--- src/core/sss_regs.vh ---
// Constants for the start-up and soft-start sequencer.
// Assumes a 200 MHz core clock; included by all sequencer files.
`ifndef SSS_REGS_VH
`define SSS_REGS_VH

// ==========================================================================
// Clock and timing
// ==========================================================================
`define SSS_CLK_MHZ          200
`define SSS_MS_NS            1000000
`define SSS_CLK_NS           5
`define SSS_TICK_CYC         (`SSS_MS_NS / `SSS_CLK_NS)
`define SSS_NVM_MS           8'h05
`define SSS_INIT_ZERO_MS     8'h02

// ==========================================================================
// Register offsets
// ==========================================================================
`define SSS_REG_CTRL         4'h0
`define SSS_REG_DELAY        4'h1
`define SSS_REG_RAMP         4'h2
`define SSS_REG_MODE         4'h3
`define SSS_REG_STATUS       4'h4
`define SSS_REG_TARGET       4'h5
`define SSS_REG_VOUT         4'h6

// CTRL bits
`define SSS_CTRL_RESTORE     0
`define SSS_CTRL_OVR         1
// MODE bits
`define SSS_MODE_SHARE       0
`define SSS_MODE_ACOMP       1
`define SSS_MODE_STBY        2

// ==========================================================================
// Strap levels
// ==========================================================================
`define SSS_STRAP_LOW        2'h0
`define SSS_STRAP_OPEN       2'h1
`define SSS_STRAP_HIGH       2'h2
`define SSS_STRAP_RES        2'h3

// Minimum turn-on delays (ms)
`define SSS_MIN_DLY_A        8'h05
`define SSS_MIN_DLY_B        8'h0A
`define SSS_MIN_DLY_C        8'h0F

`endif

--- src/core/sss_ms_tick.v ---
// Free-running millisecond tick generator.
// Assumes core_clk at the rate in sss_regs.vh.
`include "sss_regs.vh"
`timescale 1ns/1ps
`default_nettype none
module sss_ms_tick #(
  parameter integer TICK_CYC = `SSS_TICK_CYC
) (
  // Clock and reset
  input  wire        core_clk,
  input  wire        rst,
  input  wire        clk_en,
  // Tick
  output reg         tick_q
);
  reg [31:0] cnt_q;
  always @(posedge core_clk) begin
    if (rst) begin
      cnt_q  <= 32'h0;
      tick_q <= 1'b0;
    end else if (clk_en) begin
      if (cnt_q == TICK_CYC - 1) begin
        cnt_q  <= 32'h0;
        tick_q <= 1'b1;
      end else begin
        cnt_q  <= cnt_q + 32'h1;
        tick_q <= 1'b0;
      end
    end
  end
endmodule
`default_nettype wire

--- src/core/sss_strap_dec.v ---
// Strap decoders: soft-start pin and single-resistor output target.
// Assumes resistor index 0..19 (soft-start) and 0..30 (coarse pin).
`include "sss_regs.vh"
`timescale 1ns/1ps
`default_nettype none
module sss_strap_dec (
  // Soft-start pin
  input  wire [1:0]  ss_level,
  input  wire [4:0]  ss_res_idx,
  // Voltage pins
  input  wire [1:0]  vout_fine_strap_pin,
  input  wire [4:0]  vout_coarse_strap_pin,
  // Decoded values
  output reg  [7:0]  dly_ms,
  output reg  [7:0]  ramp_ms,
  output reg  [9:0]  vout_cv,
  output reg         vout_valid
);
  always @* begin
    dly_ms  = 8'h05;
    ramp_ms = 8'h02;
    case (ss_level)
      `SSS_STRAP_LOW: begin
        dly_ms  = 8'h05;
        ramp_ms = 8'h02;
      end
      `SSS_STRAP_OPEN: begin
        dly_ms  = 8'h05;
        ramp_ms = 8'h05;
      end
      `SSS_STRAP_HIGH: begin
        dly_ms  = 8'h0A;
        ramp_ms = 8'h0A;
      end
      default: begin
        case (ss_res_idx[4:2])
          3'h0: dly_ms = 8'h05;
          3'h1: dly_ms = 8'h0A;
          3'h2: dly_ms = 8'h0F;
          3'h3: dly_ms = 8'h14;
          default: dly_ms = 8'h1E;
        endcase
        case (ss_res_idx[1:0])
          2'h0: ramp_ms = 8'h02;
          2'h1: ramp_ms = 8'h05;
          2'h2: ramp_ms = 8'h0A;
          default: ramp_ms = 8'h14;
        endcase
      end
    endcase
  end

  // Target in units of 10 mV
  always @* begin
    vout_valid = (vout_fine_strap_pin == `SSS_STRAP_LOW);
    if (vout_coarse_strap_pin <= 5'h0E)
      vout_cv = 10'h03C + {2'h0, vout_coarse_strap_pin, 3'h0} - {5'h0, vout_coarse_strap_pin} * 10'h003;
    else begin
      case (vout_coarse_strap_pin)
        5'h0F: vout_cv = 10'h08C;
        5'h10: vout_cv = 10'h096;
        5'h11: vout_cv = 10'h0A0;
        5'h12: vout_cv = 10'h0AA;
        5'h13: vout_cv = 10'h0B4;
        5'h14: vout_cv = 10'h0BE;
        5'h15: vout_cv = 10'h0C8;
        5'h16: vout_cv = 10'h0D2;
        5'h17: vout_cv = 10'h0DC;
        5'h18: vout_cv = 10'h0E6;
        5'h19: vout_cv = 10'h0FA;
        5'h1A: vout_cv = 10'h12C;
        5'h1B: vout_cv = 10'h14A;
        5'h1C: vout_cv = 10'h190;
        5'h1D: vout_cv = 10'h1F4;
        default: vout_cv = 10'h226;
      endcase
    end
  end
endmodule
`default_nettype wire

--- src/core/sss_sequencer.v ---
// Start-up and soft-start sequencer top level.
// Assumes pins synchronous to core_clk; strap levels pre-digitised.
`include "sss_regs.vh"
`timescale 1ns/1ps
`default_nettype none
module sss_sequencer #(
  parameter integer TICK_CYC = `SSS_TICK_CYC,
  parameter [7:0]   NVM_MS   = `SSS_NVM_MS,
  parameter [7:0]   NVM_DEF_DLY  = 8'h05,
  parameter [7:0]   NVM_DEF_RAMP = 8'h02
) (
  // Clock and reset
  input  wire        core_clk,
  input  wire        rst,
  input  wire        clk_en,
  // Register port
  input  wire [3:0]  reg_addr,
  input  wire [15:0] reg_wdata,
  input  wire        reg_wr,
  input  wire        reg_rd,
  output reg  [15:0] reg_rdata,
  // Non-volatile store contents
  input  wire        nvm_valid,
  input  wire [7:0]  nvm_dly_ms,
  input  wire [7:0]  nvm_ramp_ms,
  // Strap pins
  input  wire [1:0]  ss_level,
  input  wire [4:0]  ss_res_idx,
  input  wire [1:0]  vout_fine_strap_pin,
  input  wire [4:0]  vout_coarse_strap_pin,
  // Enable and output
  input  wire        enable,
  output reg         ready_q,
  output reg         ramping_q,
  output reg         at_target_q,
  output reg  [9:0]  vout_target_q
);
  // ========================================================================
  // States
  // ========================================================================
  localparam [2:0] ST_NVM   = 3'h0;
  localparam [2:0] ST_PINS  = 3'h1;
  localparam [2:0] ST_READY = 3'h2;
  localparam [2:0] ST_DELAY = 3'h3;
  localparam [2:0] ST_RAMP  = 3'h4;
  localparam [2:0] ST_ON    = 3'h5;

  reg [2:0]  state_q;
  reg [7:0]  ms_cnt_q;
  reg [7:0]  dly_q;
  reg [7:0]  ramp_q;
  reg [7:0]  ovr_dly_q;
  reg [7:0]  ovr_ramp_q;
  reg        ovr_q;
  reg [2:0]  mode_q;
  reg [9:0]  final_q;
  reg [9:0]  step_q;
  reg        en_prev_q;
  // Ramp remainder, its running error and the captured ramp length
  reg [7:0]  rem_q;
  reg [7:0]  acc_q;
  reg [7:0]  ramp_len_q;

  wire       tick;
  wire [7:0] dec_dly;
  wire [7:0] dec_ramp;
  wire [9:0] dec_vout;
  wire       dec_vvalid;

  // Tick runs free, so the first counted tick lands 1 to TICK_CYC cycles late
  sss_ms_tick #(
    .TICK_CYC (TICK_CYC)
  ) u_tick (
    .core_clk (core_clk),
    .rst      (rst),
    .clk_en   (clk_en),
    .tick_q   (tick)
  );

  sss_strap_dec u_dec (
    .ss_level              (ss_level),
    .ss_res_idx            (ss_res_idx),
    .vout_fine_strap_pin   (vout_fine_strap_pin),
    .vout_coarse_strap_pin (vout_coarse_strap_pin),
    .dly_ms                (dec_dly),
    .ramp_ms               (dec_ramp),
    .vout_cv               (dec_vout),
    .vout_valid            (dec_vvalid)
  );

  // ========================================================================
  // Minimum turn-on delay by mode
  // ========================================================================
  // Auto-comp alone keeps the default minimum
  function [7:0] min_dly;
    input [2:0] m;
    reg share;
    reg acomp;
    reg stby;
    begin
      share = m[`SSS_MODE_SHARE];
      acomp = m[`SSS_MODE_ACOMP];
      stby  = m[`SSS_MODE_STBY];
      if (share && (acomp || stby))
        min_dly = `SSS_MIN_DLY_C;
      else if (stby)
        min_dly = `SSS_MIN_DLY_B;
      else
        min_dly = `SSS_MIN_DLY_A;
    end
  endfunction

  // Whole part of the ramp step; the remainder is spread by ramp_rem
  function [9:0] ramp_step;
    input [9:0] tgt;
    input [7:0] ms;
    begin
      if (ms == 8'h00)
        ramp_step = tgt;
      else
        ramp_step = tgt / {2'h0, ms};
    end
  endfunction

  // Remainder is below ms, so eight bits always hold it
  function [7:0] ramp_rem;
    input [9:0] tgt;
    input [7:0] ms;
    reg   [9:0] r;
    begin
      if (ms == 8'h00)
        r = 10'h000;
      else
        r = tgt % {2'h0, ms};
      ramp_rem = r[7:0];
    end
  endfunction

  // ========================================================================
  // Effective timings
  // ========================================================================
  wire [7:0] prog_dly  = ovr_q ? ovr_dly_q : dly_q;
  wire [7:0] prog_ramp = ovr_q ? ovr_ramp_q : ramp_q;
  wire [7:0] min_now   = min_dly(mode_q);
  wire       zero_dly  = (prog_dly == 8'h00);
  // Zero delay still waits out internal initialisation after enable
  wire [7:0] eff_dly   = zero_dly ? `SSS_INIT_ZERO_MS :
                         (prog_dly < min_now) ? min_now :
                         prog_dly;
  // Bus access during initialisation is dropped, never stalled
  wire       busy      = (state_q == ST_NVM) || (state_q == ST_PINS);
  wire       bus_ok    = !busy;
  wire       restore   = reg_wr && bus_ok && (reg_addr == `SSS_REG_CTRL) &&
                         reg_wdata[`SSS_CTRL_RESTORE];
  wire       en_rise   = enable && !en_prev_q;
  // Error accumulator: the last step lands exactly on the final tick
  wire [8:0] acc_sum   = {1'b0, acc_q} + {1'b0, rem_q};
  wire [8:0] acc_left  = acc_sum - {1'b0, ramp_len_q};
  wire       carry     = (ramp_len_q != 8'h00) && (acc_sum >= {1'b0, ramp_len_q});
  wire [9:0] vout_next = vout_target_q + step_q + {9'h000, carry};

  // ========================================================================
  // Sequencer
  // ========================================================================
  always @(posedge core_clk) begin
    if (rst) begin
      state_q       <= ST_NVM;
      ms_cnt_q      <= 8'h00;
      dly_q         <= 8'h00;
      ramp_q        <= 8'h00;
      final_q       <= 10'h000;
      step_q        <= 10'h000;
      rem_q         <= 8'h00;
      acc_q         <= 8'h00;
      ramp_len_q    <= 8'h00;
      vout_target_q <= 10'h000;
      ready_q       <= 1'b0;
      ramping_q     <= 1'b0;
      at_target_q   <= 1'b0;
      en_prev_q     <= 1'b0;
    end else if (clk_en) begin
      // Edge memory held low while busy so a tied-high enable counts on ready
      en_prev_q <= busy ? 1'b0 : enable;
      if (restore) begin
        state_q       <= ST_NVM;
        ms_cnt_q      <= 8'h00;
        ready_q       <= 1'b0;
        ramping_q     <= 1'b0;
        at_target_q   <= 1'b0;
        vout_target_q <= 10'h000;
      end else begin
        case (state_q)
          ST_NVM: begin
            if (tick) begin
              ms_cnt_q <= ms_cnt_q + 8'h01;
            end
            if (ms_cnt_q == NVM_MS) begin
              dly_q    <= nvm_valid ? nvm_dly_ms : NVM_DEF_DLY;
              ramp_q   <= nvm_valid ? nvm_ramp_ms : NVM_DEF_RAMP;
              state_q  <= ST_PINS;
            end
          end
          ST_PINS: begin
            // Pins win only when memory had nothing stored
            if (!nvm_valid) begin
              dly_q  <= dec_dly;
              ramp_q <= dec_ramp;
            end
            final_q <= dec_vvalid ? dec_vout : 10'h03C;
            ready_q <= 1'b1;
            state_q <= ST_READY;
          end
          ST_READY: begin
            if (en_rise) begin
              ms_cnt_q <= 8'h00;
              state_q  <= ST_DELAY;
            end
          end
          ST_DELAY: begin
            if (!enable) begin
              state_q <= ST_READY;
            end else if (ms_cnt_q >= eff_dly) begin
              step_q     <= ramp_step(final_q, prog_ramp);
              rem_q      <= ramp_rem(final_q, prog_ramp);
              acc_q      <= 8'h00;
              // Captured so a bus write cannot bend a ramp in flight
              ramp_len_q <= prog_ramp;
              ms_cnt_q  <= 8'h00;
              ramping_q <= 1'b1;
              state_q   <= ST_RAMP;
            end else if (tick) begin
              ms_cnt_q <= ms_cnt_q + 8'h01;
            end
          end
          ST_RAMP: begin
            if (!enable) begin
              ramping_q     <= 1'b0;
              vout_target_q <= 10'h000;
              state_q       <= ST_READY;
            end else if (tick || (ramp_len_q == 8'h00)) begin
              // Only ever moves up; clamps at final value
              if (vout_next >= final_q || vout_next < vout_target_q) begin
                vout_target_q <= final_q;
                ramping_q     <= 1'b0;
                at_target_q   <= 1'b1;
                state_q       <= ST_ON;
              end else begin
                vout_target_q <= vout_next;
                acc_q         <= carry ? acc_left[7:0] : acc_sum[7:0];
              end
            end
          end
          // No soft-stop: dropping enable clears the target at once
          ST_ON: begin
            if (!enable) begin
              at_target_q   <= 1'b0;
              vout_target_q <= 10'h000;
              state_q       <= ST_READY;
            end
          end
          default: state_q <= ST_NVM;
        endcase
      end
    end
  end

  // ========================================================================
  // Register writes
  // ========================================================================
  always @(posedge core_clk) begin
    if (rst) begin
      ovr_q      <= 1'b0;
      ovr_dly_q  <= 8'h00;
      ovr_ramp_q <= 8'h00;
      mode_q     <= 3'h0;
    end else if (clk_en && reg_wr && bus_ok) begin
      // A restore write with bit 1 low also drops the override
      if (reg_addr == `SSS_REG_CTRL) begin
        ovr_q <= reg_wdata[`SSS_CTRL_OVR];
      end else if (reg_addr == `SSS_REG_DELAY) begin
        ovr_dly_q <= reg_wdata[7:0];
      end else if (reg_addr == `SSS_REG_RAMP) begin
        ovr_ramp_q <= reg_wdata[7:0];
      end else if (reg_addr == `SSS_REG_MODE) begin
        mode_q <= reg_wdata[2:0];
      end
    end
  end

  // ========================================================================
  // Register reads: one cycle later, zero when busy or unmapped
  // ========================================================================
  always @(posedge core_clk) begin
    if (rst) begin
      reg_rdata <= 16'h0000;
    end else if (clk_en) begin
      reg_rdata <= 16'h0000;
      if (reg_rd && bus_ok) begin
        if (reg_addr == `SSS_REG_CTRL)
          reg_rdata <= {14'h0000, ovr_q, 1'b0};
        else if (reg_addr == `SSS_REG_DELAY)
          reg_rdata <= {8'h00, prog_dly};
        else if (reg_addr == `SSS_REG_RAMP)
          reg_rdata <= {8'h00, prog_ramp};
        else if (reg_addr == `SSS_REG_MODE)
          reg_rdata <= {13'h0000, mode_q};
        else if (reg_addr == `SSS_REG_STATUS)
          reg_rdata <= {8'h00, eff_dly[4:0], state_q};
        else if (reg_addr == `SSS_REG_TARGET)
          reg_rdata <= {6'h00, final_q};
        else if (reg_addr == `SSS_REG_VOUT)
          reg_rdata <= {6'h00, vout_target_q};
      end
    end
  end
endmodule
`default_nettype wire

--- config.mk ---
export PLATFORM = sky130hd
export DESIGN_NAME = sss_sequencer
export DESIGN_NICKNAME = d
export VERILOG_FILES = /design/src/core/sss_ms_tick.v /design/src/core/sss_strap_dec.v /design/src/core/sss_sequencer.v
export VERILOG_INCLUDE_DIRS = /design/src /design/src/core
export SDC_FILE = /design/constraint.sdc
export NUM_CORES = 1
export LEC_CHECK = 0
export BUFFER_PORTS_ARGS = -buffer_cell sky130_fd_sc_hd__clkbuf_2
export CAP_MARGIN = 40
export CORE_ASPECT_RATIO = 1.2
export CORE_MARGIN = 10
export CORE_UTILIZATION = 55
export CTS_BUF_LIST = sky130_fd_sc_hd__clkbuf_4
export DETAILED_ROUTE_END_ITERATION = 12
export PLACE_DENSITY = 0.74
export SYNTH_ARGS = -nofsm -noshare
export SYNTH_HDL_FRONTEND = slang
export SYNTH_HIERARCHICAL = 1
export SYNTH_SLANG_ARGS = --single-unit
--- constraint.sdc ---
create_clock -name core_clk -period 45.6 [get_ports core_clk]
set_clock_uncertainty 0.05 [all_clocks]
set_input_delay 2.28 -clock core_clk [delete_from_list [all_inputs] [get_ports core_clk]]
set_output_delay 2.28 -clock core_clk [all_outputs]
set_load 0.01 [all_outputs]
==> flow_summary.yaml <==
drt:
  ant_nets: 0
  wl_per_cell_um: 17.8
  routed-wl-met2_mm: 17.3
  totalWireLength_mm: 35.1
  drc: 0
  dr_wl_met3_mm: 1.68
  met1_length_mm: 14.8
  highest_layer: "met4"
  vias_per_cell: 6.10
  dr.pass1.iters: 6
  vias: 11980
  drt_iter0_markers: 881
setup_path:
  worst_path_max_delay_cell: "a21oi_1"
  worstRegToRegCells: 68
  cp.arrival_ns: 17.06
  cpPeakStageDelay_ns: 0.68
  crit_fanout: 26
  ff2ff_setup_slack_ns: 28.96
  crit_type: "reg2reg"
  end_kind: "flop"
  crit_required_ns: 46.02
  cpMostUsedCell: "o21ai_0"
  worstSetupStartpointType: "flop"
  r2r_start: "ovr_q"
  timing.critical_path.buf_inv: 6
  crit_family: "compound AO/OA/AOI/OAI gates"
  r2r_end: "rem_q[3]"
floorplanning:
  io_pins: 86
  core_um2: 22600
  die_w_um: 159
  fp-row-count: 60
  start_util: 0.562
  die_area_um2: 29600
  die_h_um: 186
synth:
  syn_avg_cell_area_um2: 7.93
  synth_area_leaders: "dfxtp_1 (23%), ha_1 (13%), mux2i_1 (5.2%)"
  synth_top_cells_by_count: "nor2_1 (155), dfxtp_1 (148), ha_1 (134)"
  ys_types: 93
  postSynthCellCount: 1600
  synth_edf_count: 0
  netlist_area_um2: 12700
  yosysTopAreaCellShare: 0.233
  yosys_warnings: 6
  ys_ff_latch: 148
  synthArstFlopShare: 0
  yosys.area.top_type: "dfxtp_1"
  synth_most_common_cell: "nor2_1"
  yosysSeqAreaShare: 0.233
  yosys_most_used_dff: "dfxtp_1"
global_route:
  grtUsageTotal: 0.232
  grt_max_degree: 65
  grt_pass1_vias: 11335
  antenna_found_initial: 1
  grt-ovfl-total: 0
  grt_pass1_wl_mm: 56.4
cells_and_area:
  area_delta_synth_final_pct: 7.11
  drive_gt1_frac: 0.108
  finish.utilization: 0.602
  fin_nets: 1839
  fillers: 2097
clock_network:
  cts_buffers: 17
  cts_root_buf: "clkbuf_4"
  clk-insertion-delay-late_ns: 0.58
  ctsResizeCount: 0
  postCtsHoldBufs: 0
  cts_tree: "yes"
  clock-sinks: 148
  htreeDepth: 4
  path_clk_slew_ns: 0.12
  cts_setup_buffers: 0
  clockBufferDepth: 2
place:
  numPortBuffers: 71
  gp_congestion: 0.958
  place_hpwl_mm: 27.2
timing:
  period_minus_slack_ns: 16.64
  hold_viol_final: 0
  slew_headroom: 0.384
  fin_crit_sh: 0.365
  clock.fmax_ghz: 0.0601
  fin_tns_setup_ns: 0
  tightest_slew_ns: 0.924
  rsz0062_at_grt: "no"
  setup_viol: 0
  drv_slew: 0
run_status:
  status: "finished clean"
min_path:
  whs_endpoint: "reg_rdata[6]"
  hp-class: "reg2reg"
  hp-start: "reg_rdata[6]"
  min_delay_path_depth: 2
job:
  drv_cap: 0
-- worst min-delay path: stages (launching register included) --
cell     delay (ns)
dfxtp_1        0.33
nand2_1        0.06
a21oi_1        0.05
-- logic make-up (layout without fill, tap and decap cells) --
logic type               after synthesis  in the layout  synth area share
AND/OR/NAND/NOR                      542            542             0.211
AO/OA/AOI/OAI                        453            453             0.246
buffers and inverters                176            220            0.0587
flip-flops                           148            148             0.233
adder cells (fa/ha/maj)              141            141             0.143
multiplexers                          86             86            0.0710
XOR/XNOR                              52             52            0.0359
other                                  2             13          0.000592
-- per-layer routing --
metal | global-route usage | vias to the layer above
li1 | - | 5978
met1 | 0.271 | 5629
met2 | 0.398 | 296
met3 | 0.0464 | 77
met4 | 0.0996 | 0
met5 | 0 | -
-- state kept, by name, summed over array words and instances, names as in the netlist, 3 cells and up --
signal and count:
ms_cnt_q 8, reg_rdata 10, state_q 3, rem_q 8
ramp_len_q 8, ramp_q 8, step_q 10, mode_q 3
dly_q 8, u_tick/cnt_q 32, ovr_dly_q 8, final_q 10
ovr_ramp_q 8, vout_target_q 10, acc_q 8
-- cell usage in the layout, fill, tap and decap left out, types with 14 or more instances in the layout --
cell type / synthesis / layout
or3_1: 22 / 22
a21oi_1: 103 / 103
nor2_1: 155 / 155
mux2_2: 18 / 18
mux2i_1: 66 / 66
clkbuf_4: 0 / 18
nand2b_1: 23 / 23
a21boi_0: 14 / 14
nand4_1: 21 / 21
ha_1: 134 / 134
or4_1: 16 / 16
inv_1: 92 / 92
o211ai_1: 17 / 17
a31oi_1: 18 / 18
o21ai_0: 79 / 79
buf_4: 15 / 21
nand2_1: 130 / 130
nand3_1: 49 / 49
a311oi_1: 17 / 17
nor2b_1: 20 / 20
dfxtp_1: 148 / 148
a21o_1: 20 / 20
a211oi_1: 27 / 26
xnor2_1: 38 / 38
o2bb2ai_1: 16 / 16
o21a_1: 25 / 25
clkbuf_2: 0 / 70
nor3_1: 37 / 36
o31ai_1: 16 / 16
xor2_1: 14 / 14
-- how the worst max path moves through the flow --
| stage | endpoint | cells after the start | slack [ns] | from |
|---|---|---|---|---|
| after floorplan | rem_q[2] | 69 | 30.60 | ovr_q |
| after global placement | rem_q[6] | 68 | 29.49 | ovr_q |
| after detailed placement | rem_q[3] | 68 | 29.17 | ovr_q |
| after CTS | rem_q[6] | 68 | 29.13 | ovr_q |
| after global routing | rem_q[4] | 68 | 27.73 | ovr_q |
| final | rem_q[3] | 68 | 28.96 | ovr_q |
-- cell type report --
| type | instances | area [um2] | share of cell area |
|---|---|---|---|
| tap | 310 | 388 | 0.0285 |
| timing repair buffer | 93 | 538 | 0.0396 |
| sequential | 148 | 2960 | 0.218 |
| clock inverter | 14 | 160 | 0.0118 |
| multi-input combinational | 1286 | 9050 | 0.666 |
| inverter | 95 | 357 | 0.0262 |
| antenna | 1 | 2.50 | 0.000184 |
| clock buffer | 18 | 135 | 0.00994 |
-- through the flow --
step / area [um2] / worst slack (ns) / hold WS (ns) / cells
2_1_floorplan: 12700 / 30.60 / 0.386 / 1610
3_3_place_gp: 13200 / 29.49 / 0.400 / 1924
3_5_place_dp: 13300 / 29.17 / 0.406 / 1932
4_1_cts: 13600 / 29.13 / 0.432 / 1964
5_1_grt: 13600 / 27.73 / 0.448 / 1965
6_report: 13600 / 28.96 / 0.423 / 1965
Power is left out: the tool's default activity adds up to more than one toggle a clock period on the data nets, which glitch-free logic cannot reach.
